--- src/shared/xp_defs.svh ---
`ifndef XP_DEFS_SVH
`define XP_DEFS_SVH

// ---------------------------------------------------------------
// sizes
// ---------------------------------------------------------------
`define N_OUT 8
`define N_IN 8
`define PORT_W 3
`define N_SLOT 32
`define SLOT_W 5

// ---------------------------------------------------------------
// register offsets (byte addresses)
// ---------------------------------------------------------------
`define OFF_CTRL 8'h00
`define OFF_SEL 8'h04
`define OFF_SELMASK 8'h08
`define OFF_CMD 8'h0c
`define OFF_STATUS 8'h10
`define OFF_FED 8'h14
`define OFF_OUT_BASE 8'h20
`define OFF_OUT_LAST 8'h3c

// ---------------------------------------------------------------
// field positions
// ---------------------------------------------------------------
`define CTRL_MODE_LSB 0
`define ST_MODE_LSB 0
`define ST_AUTO_BIT 2
`define ST_PEND_BIT 3
`define ST_REFUSED_BIT 4
`define CMD_CONNECT 0
`define CMD_DISCONNECT 1
`define CMD_MUTE 2
`define CMD_LOCK 3
`define CMD_SEL_ALL 4
`define CMD_DESEL_ALL 5
`define CMD_TAKE 6
`define CMD_CANCEL 7
`define CMD_AUTO_TGL 8
`define CMD_SAVE 9
`define CMD_LOAD 10
`define CMD_ARG_LSB 16
`define CMD_SLOT_LSB 24
`define OUTF_SRC_LSB 0
`define OUTF_CONN_BIT 3
`define OUTF_MUTE_BIT 4
`define OUTF_LOCK_BIT 5
`define OUTF_PEND_BIT 6

// ---------------------------------------------------------------
// reset values
// ---------------------------------------------------------------
`define RST_MODE 2'h0
`define RST_AUTO 1'b1
`define RST_CONN 1'b0
`define RST_SRC 3'h0
`define RST_MUTE 1'b0
`define RST_LOCK 1'b0

`endif

--- src/shared/xp_pkg.sv ---
`include "xp_defs.svh"

package xp_pkg;

    // operating modes, order gives the mode field encoding
    typedef enum logic [1:0] {
        MODE_VIEW,
        MODE_IN,
        MODE_OUT
    } op_mode_e;

    typedef logic [`PORT_W-1:0] port_t;

    // one output's routing and mute
    typedef struct packed {
        logic conn;
        port_t src;
        logic mute;
    } xp_entry_s;

    typedef xp_entry_s [`N_OUT-1:0] preset_t;

endpackage : xp_pkg

--- src/shared/preset_if.sv ---
`timescale 1ns/1ps
`include "xp_defs.svh"

interface preset_if;
    import xp_pkg::*;
    logic save;
    logic [`SLOT_W-1:0] slot;
    preset_t wdata;
    preset_t rdata;

    modport ctrl (output save, output slot, output wdata, input rdata);
    modport store (input save, input slot, input wdata, output rdata);
endinterface : preset_if

--- src/verilog/crosspoint_state_controller.sv ---
`timescale 1ns/1ps
`include "xp_defs.svh"

module crosspoint_state_controller
    import xp_pkg::*;
(
    input wire logic core_clk, // system clock
    input wire logic sys_rst, // sync reset, high
    input wire logic psel, // apb select
    input wire logic penable, // apb enable
    input wire logic pwrite, // apb direction
    input wire logic [7:0] paddr, // apb byte address
    input wire logic [31:0] pwdata, // apb write data
    output logic pready, // apb ready
    output logic [31:0] prdata, // apb read data
    output logic pslverr, // apb error
    output logic [`N_OUT*`PORT_W-1:0] xp_src, // input per output
    output logic [`N_OUT-1:0] xp_conn, // output connected
    output logic [`N_OUT-1:0] xp_mute, // output muted
    output logic [`N_OUT-1:0] xp_lock, // output locked
    output logic [`N_OUT-1:0] xp_active // output carries signal
);

    // ---------------------------------------------------------------
    // state
    // ---------------------------------------------------------------
    op_mode_e mode_q;
    logic auto_q;
    port_t sel_port_q;
    logic [`N_OUT-1:0] sel_mask_q;
    logic refused_q;
    logic [31:0] prdata_q;
    logic pslverr_q;

    xp_entry_s live [`N_OUT];
    xp_entry_s eff [`N_OUT];
    logic [`N_OUT-1:0] lock_v;
    logic [`N_OUT-1:0] pend_v;
    logic [`N_OUT-1:0] fed_live;
    logic [`N_OUT-1:0] fed_eff;

    // ---------------------------------------------------------------
    // bus strobes
    // ---------------------------------------------------------------
    logic setup;
    logic wr_acc;
    logic ctrl_wr;
    logic sel_wr;
    logic cmd_wr;
    port_t arg;
    logic [5:0] slot_raw;
    logic slot_ok;
    logic [`SLOT_W-1:0] slot_idx;

    assign setup = psel && !penable;
    assign wr_acc = psel && penable && pwrite;
    assign ctrl_wr = wr_acc && (paddr == `OFF_CTRL);
    assign sel_wr = wr_acc && (paddr == `OFF_SEL);
    assign cmd_wr = wr_acc && (paddr == `OFF_CMD);
    assign arg = pwdata[`CMD_ARG_LSB +: `PORT_W];
    assign slot_raw = pwdata[`CMD_SLOT_LSB +: 6];

    // preset index 1..32 mapped to 0..31
    assign slot_ok = (slot_raw != 6'h00) && (slot_raw <= 6'h20);
    assign slot_idx = slot_ok ? 5'(slot_raw - 6'h01) : 5'h00;

    // ---------------------------------------------------------------
    // command decode
    // ---------------------------------------------------------------
    logic [`N_OUT-1:0] tgt;
    logic edit_conn;
    port_t edit_src;
    logic [`N_OUT-1:0] mute_t;
    logic [`N_OUT-1:0] lock_t;
    logic commit;
    logic cancel;
    logic auto_tgl;
    logic sel_all;
    logic desel_all;
    logic p_save;
    logic p_load;
    logic refuse;

    // one command per write, lowest bit wins
    always_comb
    begin
        tgt = '0;
        edit_conn = 1'b0;
        edit_src = '0;
        mute_t = '0;
        lock_t = '0;
        commit = 1'b0;
        cancel = 1'b0;
        auto_tgl = 1'b0;
        sel_all = 1'b0;
        desel_all = 1'b0;
        p_save = 1'b0;
        p_load = 1'b0;
        refuse = 1'b0;
        if (cmd_wr)
        begin
            if (pwdata[`CMD_CONNECT] || pwdata[`CMD_DISCONNECT])
            begin
                edit_conn = pwdata[`CMD_CONNECT];
                case (mode_q)
                    MODE_IN:
                    begin
                        // edit one output against the selected input
                        edit_src = sel_port_q;
                        tgt = `N_OUT'(8'h01 << arg);
                        tgt = edit_conn ? tgt : (tgt & fed_eff);
                    end
                    MODE_OUT:
                    begin
                        edit_src = arg;
                        tgt = sel_mask_q;
                    end
                    default:
                    begin
                        refuse = 1'b1;
                    end
                endcase
                if ((tgt == '0) || ((tgt & lock_v) != '0))
                begin
                    refuse = 1'b1;
                end
            end
            else if (pwdata[`CMD_MUTE])
            begin
                mute_t = (mode_q == MODE_OUT) ? sel_mask_q : '0;
                refuse = (mode_q != MODE_OUT);
            end
            else if (pwdata[`CMD_LOCK])
            begin
                lock_t = (mode_q == MODE_OUT) ? sel_mask_q : '0;
                refuse = (mode_q != MODE_OUT);
            end
            else if (pwdata[`CMD_SEL_ALL])
            begin
                sel_all = (mode_q == MODE_OUT);
                refuse = (mode_q != MODE_OUT);
            end
            else if (pwdata[`CMD_DESEL_ALL])
            begin
                desel_all = (mode_q == MODE_OUT);
                refuse = (mode_q != MODE_OUT);
            end
            else if (pwdata[`CMD_TAKE])
            begin
                commit = 1'b1;
            end
            else if (pwdata[`CMD_CANCEL])
            begin
                cancel = 1'b1;
            end
            else if (pwdata[`CMD_AUTO_TGL])
            begin
                auto_tgl = 1'b1;
            end
            else if (pwdata[`CMD_SAVE])
            begin
                p_save = slot_ok;
                refuse = !slot_ok;
            end
            else if (pwdata[`CMD_LOAD])
            begin
                p_load = slot_ok;
                refuse = !slot_ok;
            end
            else
            begin
                refuse = 1'b1;
            end
        end
    end

    // edits go live or to the staged holders
    logic [`N_OUT-1:0] live_we;
    logic [`N_OUT-1:0] pend_we;

    assign live_we = tgt & ~lock_v & {`N_OUT{auto_q}};
    assign pend_we = tgt & ~lock_v & {`N_OUT{~auto_q}};

    // ---------------------------------------------------------------
    // mode, commit style and selection
    // ---------------------------------------------------------------
    always_ff @(posedge core_clk)
    begin
        if (sys_rst)
        begin
            mode_q <= op_mode_e'(`RST_MODE);
        end
        else if (ctrl_wr && (pwdata[`CTRL_MODE_LSB +: 2] != 2'h3))
        begin
            mode_q <= op_mode_e'(pwdata[`CTRL_MODE_LSB +: 2]);
        end
    end

    // commit style flips only on its own command
    always_ff @(posedge core_clk)
    begin
        if (sys_rst)
        begin
            auto_q <= `RST_AUTO;
        end
        else if (auto_tgl)
        begin
            auto_q <= ~auto_q;
        end
    end

    // selected port and output selection set
    always_ff @(posedge core_clk)
    begin
        if (sys_rst)
        begin
            sel_port_q <= '0;
            sel_mask_q <= '0;
        end
        else if (ctrl_wr)
        begin
            sel_mask_q <= '0;
        end
        else if (sel_wr)
        begin
            sel_port_q <= pwdata[`PORT_W-1:0];
            sel_mask_q <= (mode_q == MODE_OUT) ? `N_OUT'(8'h01 << pwdata[`PORT_W-1:0]) : '0;
        end
        else if (sel_all)
        begin
            sel_mask_q <= '1;
        end
        else if (desel_all)
        begin
            sel_mask_q <= '0;
        end
    end

    // outcome of the latest command
    always_ff @(posedge core_clk)
    begin
        if (sys_rst)
        begin
            refused_q <= 1'b0;
        end
        else if (cmd_wr)
        begin
            refused_q <= refuse;
        end
    end

    // ---------------------------------------------------------------
    // per-output cells and presets
    // ---------------------------------------------------------------
    preset_if pif ();

    assign pif.save = p_save;
    assign pif.slot = slot_idx;

    genvar g;
    generate
        for (g = 0; g < `N_OUT; g++)
        begin : g_out
            xp_out_cell u_cell (
                .core_clk (core_clk),
                .sys_rst (sys_rst),
                .live_we (live_we[g]),
                .pend_we (pend_we[g]),
                .edit_conn (edit_conn),
                .edit_src (edit_src),
                .commit (commit),
                .cancel (cancel),
                .mute_tgl (mute_t[g]),
                .lock_tgl (lock_t[g]),
                .load_en (p_load),
                .load_ent (pif.rdata[g]),
                .live (live[g]),
                .eff (eff[g]),
                .lock (lock_v[g]),
                .pend (pend_v[g])
            );

            // snapshot for save, outputs fed by selected input
            assign pif.wdata[g] = live[g];
            assign fed_live[g] = live[g].conn && (live[g].src == sel_port_q);
            assign fed_eff[g] = eff[g].conn && (eff[g].src == sel_port_q);

            // crosspoint state outputs
            assign xp_src[g*`PORT_W +: `PORT_W] = live[g].src;
            assign xp_conn[g] = live[g].conn;
            assign xp_mute[g] = live[g].mute;
            assign xp_lock[g] = lock_v[g];
            assign xp_active[g] = live[g].conn && !live[g].mute;
        end
    endgenerate

    xp_preset_store u_store (
        .core_clk (core_clk),
        .sys_rst (sys_rst),
        .pif (pif.store)
    );

    // ---------------------------------------------------------------
    // register read, latched in the setup phase
    // ---------------------------------------------------------------
    logic [31:0] rd_d;
    logic err_d;
    logic [2:0] out_idx;

    assign out_idx = paddr[4:2];

    // reads always answered, in every mode
    always_comb
    begin
        rd_d = '0;
        err_d = 1'b0;
        if (paddr >= `OFF_OUT_BASE && paddr <= `OFF_OUT_LAST && paddr[1:0] == 2'h0)
        begin
            rd_d[`OUTF_SRC_LSB +: `PORT_W] = live[out_idx].src;
            rd_d[`OUTF_CONN_BIT] = live[out_idx].conn;
            rd_d[`OUTF_MUTE_BIT] = live[out_idx].mute;
            rd_d[`OUTF_LOCK_BIT] = lock_v[out_idx];
            rd_d[`OUTF_PEND_BIT] = pend_v[out_idx];
        end
        else
        begin
            case (paddr)
                `OFF_CTRL: rd_d[`CTRL_MODE_LSB +: 2] = mode_q;
                `OFF_SEL: rd_d[`PORT_W-1:0] = sel_port_q;
                `OFF_SELMASK: rd_d[`N_OUT-1:0] = sel_mask_q;
                `OFF_CMD: rd_d = '0;
                `OFF_STATUS:
                begin
                    rd_d[`ST_MODE_LSB +: 2] = mode_q;
                    rd_d[`ST_AUTO_BIT] = auto_q;
                    rd_d[`ST_PEND_BIT] = |pend_v;
                    rd_d[`ST_REFUSED_BIT] = refused_q;
                end
                `OFF_FED: rd_d[`N_OUT-1:0] = fed_live;
                default: err_d = 1'b1;
            endcase
        end
    end

    // read data and error held through the access phase
    always_ff @(posedge core_clk)
    begin
        if (sys_rst)
        begin
            prdata_q <= '0;
            pslverr_q <= 1'b0;
        end
        else if (setup)
        begin
            prdata_q <= pwrite ? 32'h0000_0000 : rd_d;
            pslverr_q <= err_d;
        end
    end

    assign pready = psel && penable;
    assign prdata = prdata_q;
    assign pslverr = pslverr_q && psel && penable;

endmodule : crosspoint_state_controller

--- src/verilog/xp_preset_store.sv ---
`timescale 1ns/1ps
`include "xp_defs.svh"

module xp_preset_store
    import xp_pkg::*;
(
    input wire logic core_clk, // system clock
    input wire logic sys_rst, // sync reset, high
    preset_if.store pif // save and read port
);

    preset_t mem [`N_SLOT];

    // ---------------------------------------------------------------
    // slot memory, cleared to disconnected at reset
    // ---------------------------------------------------------------
    always_ff @(posedge core_clk)
    begin
        if (sys_rst)
        begin
            for (int s = 0; s < `N_SLOT; s++)
            begin
                mem[s] <= '0;
            end
        end
        else if (pif.save)
        begin
            mem[pif.slot] <= pif.wdata;
        end
    end

    // read of the addressed slot
    assign pif.rdata = mem[pif.slot];

endmodule : xp_preset_store

--- src/verilog/xp_out_cell.sv ---
`timescale 1ns/1ps
`include "xp_defs.svh"

module xp_out_cell
    import xp_pkg::*;
(
    input wire logic core_clk, // system clock
    input wire logic sys_rst, // sync reset, high
    input wire logic live_we, // immediate edit
    input wire logic pend_we, // staged edit
    input wire logic edit_conn, // 1 connect, 0 disconnect
    input wire port_t edit_src, // input for connect
    input wire logic commit, // apply staged edit
    input wire logic cancel, // drop staged edit
    input wire logic mute_tgl, // flip mute
    input wire logic lock_tgl, // flip lock
    input wire logic load_en, // preset load
    input wire xp_entry_s load_ent, // preset entry
    output xp_entry_s live, // live routing
    output xp_entry_s eff, // routing incl. staged
    output logic lock, // lock flag
    output logic pend // staged edit held
);

    xp_entry_s live_q;
    logic lock_q;
    logic pend_q;
    logic pconn_q;
    port_t psrc_q;

    // ---------------------------------------------------------------
    // live routing and mute; one source of input per output
    // ---------------------------------------------------------------
    always_ff @(posedge core_clk)
    begin
        if (sys_rst)
        begin
            live_q <= '{conn: `RST_CONN, src: `RST_SRC, mute: `RST_MUTE};
        end
        else if (load_en && !lock_q)
        begin
            live_q <= load_ent;
        end
        else if (live_we && !lock_q)
        begin
            live_q.conn <= edit_conn;
            if (edit_conn)
            begin
                live_q.src <= edit_src;
            end
        end
        else if (commit && pend_q && !lock_q)
        begin
            live_q.conn <= pconn_q;
            live_q.src <= psrc_q;
        end
        else if (mute_tgl)
        begin
            live_q.mute <= ~live_q.mute;
        end
    end

    // lock flag
    always_ff @(posedge core_clk)
    begin
        if (sys_rst)
        begin
            lock_q <= `RST_LOCK;
        end
        else if (lock_tgl)
        begin
            lock_q <= ~lock_q;
        end
    end

    // staged edit holder
    always_ff @(posedge core_clk)
    begin
        if (sys_rst)
        begin
            pend_q <= 1'b0;
            pconn_q <= `RST_CONN;
            psrc_q <= `RST_SRC;
        end
        else if (pend_we && !lock_q)
        begin
            pend_q <= 1'b1;
            pconn_q <= edit_conn;
            if (edit_conn)
            begin
                psrc_q <= edit_src;
            end
            else
            begin
                psrc_q <= live_q.src;
            end
        end
        else if (commit || cancel || (load_en && !lock_q))
        begin
            pend_q <= 1'b0;
        end
    end

    assign live = live_q;
    assign lock = lock_q;
    assign pend = pend_q;
    assign eff = pend_q ? xp_entry_s'{conn: pconn_q, src: psrc_q, mute: live_q.mute} : live_q;

endmodule : xp_out_cell

--- config.mk ---
export PLATFORM = sky130hd
export DESIGN_NAME = crosspoint_state_controller
export DESIGN_NICKNAME = d
export VERILOG_FILES = /design/src/shared/xp_pkg.sv /design/src/shared/preset_if.sv /design/src/verilog/crosspoint_state_controller.sv /design/src/verilog/xp_preset_store.sv /design/src/verilog/xp_out_cell.sv
export VERILOG_INCLUDE_DIRS = /design/src /design/src/shared
export SDC_FILE = /design/constraint.sdc
export NUM_CORES = 2
export LEC_CHECK = 0
export ABC_CLOCK_PERIOD_IN_PS = 9700
export BUFFER_PORTS_ARGS = -buffer_cell sky130_fd_sc_hd__buf_2
export CAP_MARGIN = 20
export CORE_MARGIN = 4
export CORE_UTILIZATION = 25
export CTS_BUF_LIST = sky130_fd_sc_hd__clkbuf_8
export DETAILED_ROUTE_END_ITERATION = 16
export GPL_ROUTABILITY_DRIVEN = 0
export SYNTH_ARGS = -nofsm -noshare
export SYNTH_HDL_FRONTEND = slang
export SYNTH_HIERARCHICAL = 1
export SYNTH_SLANG_ARGS = --single-unit
--- constraint.sdc ---
create_clock -name core_clk -period 9.7 [get_ports core_clk]
set_input_delay 0.97 -clock core_clk [delete_from_list [all_inputs] [get_ports core_clk]]
set_output_delay 0.97 -clock core_clk [all_outputs]
set_load 0.005 [all_outputs]
# Word level (Yosys, flattened, before mapping)
# Memories as Yosys holds them, arrays and structs flattened.
# Index checks and enable logic that the tools add are counted.
dict set report totals {
  ff_bits 136
  ram_bits 1280
  in_bits 45
  out_inout_bits 90
  elab_cells 484
  mem_count 1
}
# name words width read_ports rd_clocked_by_memory_dff write_ports line_no
set memory_table {}
lappend memory_table {u_store.mem 32 40 1 0 32 xp_preset_store.sv:12} ;# preset_t mem [`N_SLOT];
dict set report op_classes {
  addsub 1
  magnitude_cmp 5
  n_eq_ne 41
  n_shift 2
  muxes 196
  bitwise_logic 25
  reduce_logical 150
}
# op n
set ops {}
lappend ops {{8-bit two-way mux} 17}
lappend ops {{1-bit two-way mux} 121}
lappend ops {{5-bit two-way mux} 20}
lappend ops {{1-bit logical AND} 76}
lappend ops {{4-bit two-way mux} 16}
lappend ops {{3-bit equality test} 16}
lappend ops {{8-bit AND} 5}
lappend ops {{40-bit two-way mux} 1}
lappend ops {{40-bit OR reduction} 1}
lappend ops {{2-bit != test (second input constant)} 18}
lappend ops {{32-bit two-way mux} 1}
lappend ops {{2-bit nonzero test} 16}
lappend ops {{3-bit two-way mux} 10}
lappend ops {{3-bit nonzero test} 9}
lappend ops {{3-bit AND reduction} 8}
lappend ops {{1-bit logical NOT} 18}
lappend ops {{1-bit inverter} 18}
lappend ops {{8-bit by 4-bit equality test with 1-bit output (second input constant)} 2}
lappend ops {{8-bit by 5-bit equality test with 1-bit output (second input constant)} 2}
lappend ops {{8-bit logical NOT} 2}
lappend ops {{8-bit case mux with 2 select lines} 1}
lappend ops {{1-bit by 3-bit << shifter with 8-bit output (first input constant)} 2}
lappend ops {{5-bit binary-select mux with 3-bit select} 1}
lappend ops {{3-bit case mux with 2 select lines} 2}
lappend ops {{24 further kinds} 37}

# Longest topological paths before layout
dict set report depth {
  ltp_word 17
  mapped_depth 16
  mapped_depth_nobuf 12
}

# Cells and area by module
# The synthesis kept the hierarchy.
# mod n_inst cells_per_inst area_each_um2 seq_area_each_um2
set by_module_without_submodules {}
lappend by_module_without_submodules {xp_preset_store 1 4136 57878.0 38436.9}
lappend by_module_without_submodules {xp_out_cell 8 70 615.6 220.2}
lappend by_module_without_submodules {crosspoint_state_controller 1 462 3407.0 480.5}

# Worst setup path before layout
# No wires, ideal clock.
dict set report synth_timing {
  path_type {input to register}
  start {in paddr[6]}
  end {reg g_out[0].u_cell.live_q, in the netlist g_out[0].u_cell/live[1]}
  setup_ps 95
  t_arrival_ps 6977
  t_required_ps 9605
  setup_slack_ps 2628
  path_stages 9
  path_buffers 0
  cell_sequence {nor4_4 > nand4_1 > nor4_4 > nand2_1 > nor4b_1 > nor2_1 > a21oi_4 > nor2_1 > a311oi_1}
}
dict set report synth_between {
  elab_cells_between_ends 17
  classes_between {1 x eq/ne; 8 x mux; 2 x bitwise; 6 x reduce/logical}
}
# item line_no
set synth_rtl {}
lappend synth_rtl {{from (decl)} crosspoint_state_controller.sv:12} ;# input wire logic [7:0] paddr,
lappend synth_rtl {{8-bit by 4-bit equality test with 1-bit output *} n/a}
lappend synth_rtl {{1-bit logical AND *} crosspoint_state_controller.sv:59} ;# assign cmd_wr = wr_acc && (paddr == `OFF_CMD);
lappend synth_rtl {{1-bit two-way mux *} crosspoint_state_controller.sv:100} ;# if (cmd_wr)
lappend synth_rtl {{net p_load} crosspoint_state_controller.sv:81} ;# logic p_load;
lappend synth_rtl {{1-bit logical AND *} xp_out_cell.sv:40} ;# else if (load_en && !lock_q)
lappend synth_rtl {{3-bit nonzero test (no source line) or 5-bit two-way mux (tied branches)} n/a}
lappend synth_rtl {{to (signal assigned)} xp_out_cell.sv:38} ;# live_q <= '{conn: `RST_CONN, src: `RST_SRC, mute: `RST_MUTE};
lappend synth_rtl {{to (signal assigned)} xp_out_cell.sv:42} ;# live_q <= load_ent;
lappend synth_rtl {{to (decl)} xp_out_cell.sv:25} ;# xp_entry_s live_q;
# The timed path passes the listed nets; every way through them passes the cells marked *.
# A chain may end at the register's enable or synchronous reset.

==> summary.md <==
| Metric | Value |
|---|---|
| Setup slack, reg-to-reg | roughly 6 ns |
| Top FF cell, synth | edfxtp_1 |
| DR vias | roughly 43,000 |
| Hold slack | between 0.3 and 0.4 ns |
| Fin crit share | 59.8% |
| Vert. Die Dim | approximately 520 µm |
| DP Area | 0.0707 mm² |
| Area share of the largest cell type after synthesis | 58.1% |
| Design area | approximately 0.075 mm² |
| Chip width | 523 µm |
| Initial core utilization | 25.2% |
| Finished Core Util | 28.4% |
| FF-to-FF path depth | 9 |
| Final hold vios | 0 |
| Startpoint of the worst hold path | pwdata[8] |
| Kind of critical path | primary input to flip-flop |
| Full die area | 0.273 mm² |
| Buffers on Ports | 98 |
| Remaining antenna violation count after routing | 0 |
| CTS Hold Buffers Added | 0 |
| Worst Path Required | 10.28 ns |
| Ratio of cells with drive above 1 in the final layout | 13.2% |
| Mapped Cells | approximately 5,200 |
| RSZ-0062 raised after global routing | false |
| Leading area contributor after synthesis | edfxtp_1 |
| CTS buffer count | 222 |
| Seq/Total Area, Yosys | 61.4% |
| Slew HR | 15.4% |
| Skew-Pair Late Insertion Delay | 0.96 ns |
| Pin count of the biggest net entering global routing | 111 |
| Worst R2R Start | g_out[7].u_cell/pend |
| Hold Path Cell Cnt | 4 |
| # H-tree levels | 4 |
| Cell area after synthesis | ~0.066 mm² |
| Fill cells | 26,845 |
| Clock transition at path regs | 0.07 ns |
| Resize count post-CTS | 0 |
| Placed Instances | approximately 8,500 |
| Fin nets | 5,235 |
| CP startpoint kind | primary input |
| Routed wire length | 212 mm |
| Drt first-iter violations | 4,711 |
| Worst Hold Class | primary input to flip-flop |
| Root buffer cell | clkbuf_8 |
| Post-synth EDFFs | 1,280 |
| Remaining DRCs | 0 |
| Area added between synthesis and finish | 12.8% |
| Fraction of registers with async set/reset | 0% |
| Core Box Area | approximately 0.26 mm² |
| Initial antenna violation count | 18 |
| Distinct cells, synth | 74 |
| # IOs | 135 |
| Power Density | roughly 160 mW/mm² |
| Gr ovfl total | 0 |
| Worst Max-Slew Pin Slew | between 1 and 1.5 ns |
| CTS sink count | 1,392 |
| All-Layer GR Usage | between 10 and 15% |
| Avg Vias per Cell | around 4.8 |
| Crit path max fanout | 41 |
| Total of max-cap violations | 0 |
| VDD IR max | 0.158 mV |
| FP Rows | 188 |
| Final Power | 12.2 mW |
| Fmax | between 0.15 and 0.2 GHz |
| # setup viols final | 0 |
| Final min period | 5.80 ns |
| Cell Count, Final, Fillers Out | roughly 8,900 |
| Setup ws final | 3.90 ns |
| Status | complete, no violations |
| Clock skew | 0.0473 ns |
| Hold Path End | auto_q |
| Setup WS pre-CTS | 2.94 ns |
| Dominant cells by area after synthesis | edfxtp_1 58%, and2_1 12%, mux2i_1 10%, dfxtp_1 3.4%, o22ai_1 3.1% |
| Crit. End Element | flip-flop |
| CTS Buffer Depth | 3 |
| FF+latch count, synth | 1,392 |
| Detailed placement HPWL | 121 mm |
| CTS tree | done |
| Ys Warns | 6 |
| Setup TNS | 0 ns |
| Final slew viol count | 0 |
| Setup Fix Bufs, Post-CTS | 0 |
| Worst reg2reg path endpoint | g_out[7].u_cell/live[2] |
| Routed len/inst | 23.8 µm |
| Vias in the first global route | ~42,000 |
| Leakage | approximately 26 nW |
| Drt pass-1 iters | 7 |
| Critical path arrival | 6.38 ns |
| First-pass GRT wire length | 301 mm |
| Syn avg cell area | 12.8 µm² |
cell usage after synthesis, drive strengths merged (19+ instances only):
| cell type | n |
|---|---|
| a211oi | 25 |
| a21oi | 27 |
| a311oi | 25 |
| a31oi | 23 |
| and2 | 1282 |
| buf | 167 |
| clkbuf | 326 |
| dfxtp | 112 |
| edfxtp | 1280 |
| mux2 | 32 |
| mux2i | 675 |
| nand2 | 154 |
| nand2b | 26 |
| nand3 | 31 |
| nand4 | 19 |
| nor2 | 179 |
| nor2b | 39 |
| nor3 | 25 |
| nor3b | 19 |
| nor4 | 88 |
| o211ai | 32 |
| o22ai | 323 |
| or2 | 36 |
| xnor2 | 55 |
cell usage in the layout, fill, tap and decap left out, drive strengths merged, types with 7 or more instances in the layout:
cell type / netlist / final
and2: 1282 / 1282
edfxtp: 1280 / 1280
mux2i: 675 / 675
o22ai: 323 / 323
buf: 167 / 275
clkbuf: 326 / 230
nor2: 179 / 179
nand2: 154 / 154
dfxtp: 112 / 112
inv: 11 / 110
nor4: 88 / 88
clkinv: 0 / 65
xnor2: 55 / 55
nor2b: 39 / 39
or2: 36 / 36
o211ai: 32 / 32
mux2: 32 / 32
nand3: 31 / 31
a21oi: 27 / 27
nand2b: 26 / 26
a211oi: 25 / 25
a311oi: 25 / 25
nor3: 25 / 25
conb: 1 / 24
a31oi: 23 / 23
nand4: 19 / 19
nor3b: 19 / 19
nand3b: 14 / 14
mux4: 14 / 14
diode: 0 / 11
o21ai: 11 / 11
a22oi: 9 / 9
a2111o: 8 / 8
or2b: 8 / 8
a221oi: 8 / 8
nand4b: 8 / 8
nand4bb: 8 / 8
clkinvlp: 0 / 7
and3: 7 / 7
worst max-delay path by stage:
| stage | cells past startpoint | endpoint | slack, ns | from |
|---|---|---|---|---|
| 2_1_floorplan | 9 | g_out[0].u_cell/live[1] | 2.63 | paddr[6] |
| 3_3_place_gp | 13 | u_store/mem[10][37] | 2.95 | pwdata[24] |
| 3_5_place_dp | 13 | u_store/mem[10][39] | 2.94 | pwdata[24] |
| 4_1_cts | 13 | u_store/mem[10][26] | 3.95 | pwdata[24] |
| 5_1_grt | 13 | u_store/mem[10][19] | 3.73 | pwdata[24] |
| 6_report | 13 | u_store/mem[10][19] | 3.90 | pwdata[24] |
cell type report:
| type | instances | area [µm²] | share of cell area (%) |
|---|---|---|---|
| timing repair buffer | 275 | 1900 | 2.54 |
| clock buffer | 230 | 3170 | 4.24 |
| tap | 3515 | 4400 | 5.89 |
| sequential | 1392 | 40700 | 54.5 |
| inverter | 11 | 41.3 | 0.0553 |
| multi-input combinational | 3285 | 23700 | 31.8 |
| clock inverter | 172 | 746 | 0.999 |
| antenna | 11 | 27.5 | 0.0369 |
per-layer routing:
metal | wire [µm] | up-vias | GRT usage (%)
li1 | - | 18769 | -
met1 | 87800 | 21907 | 19.7
met2 | 98600 | 1781 | 24.3
met3 | 17700 | 392 | 3.09
met4 | 7550 | 4 | 5.63
met5 | 20 | - | 0
critical path: stages:
cell and delay [ns]:
buf_2 0.12, inv_1 0.06, ha_1 0.19, nor4b_1 0.41, xor2_2 0.11, buf_4 0.24
nor2_4 0.77, buf_4 0.61, nand4bb_1 0.92, nor2_4 0.30, buf_4 0.49, or2_2 0.61
buf_4 0.47
registers in the layout, summed over array words and instances (netlist names):
| name | count |
|---|---|
| auto_q | 1 |
| g_out.u_cell/lock | 8 |
| refused_q | 1 |
| prdata | 8 |
| g_out.u_cell/psrc_q | 24 |
| sel_mask_q | 8 |
| sel_port_q | 3 |
| g_out.u_cell/pconn_q | 8 |
| u_store/mem | 1280 |
| g_out.u_cell/live | 40 |
| mode_q | 2 |
| g_out.u_cell/pend | 8 |
| pslverr_q | 1 |
where the power goes:
| part | total [mW] | internal [mW] | switching, mW | leakage (nW) |
|---|---|---|---|---|
| sequential | 6.78 | 6.73 | 0.0521 | 13.9 |
| clock | 4.54 | 2.21 | 2.34 | 2.32 |
| combinational | 0.912 | 0.277 | 0.636 | 9.55 |
logic make-up after synthesis:
family / Yosys count / synth area share, %
AO/OA/AOI/OAI: 514 / 5.34
XOR/XNOR: 60 / 0.794
adder cells (fa/ha/maj): 3 / 0.0567
buffers and inverters: 504 / 3.43
flip-flops: 1392 / 61.4
multiplexers: 721 / 11.2
other: 1 / 0.00566
AND/OR/NAND/NOR: 1963 / 17.7
No activity file was read; power rests on OpenSTA's default activity.
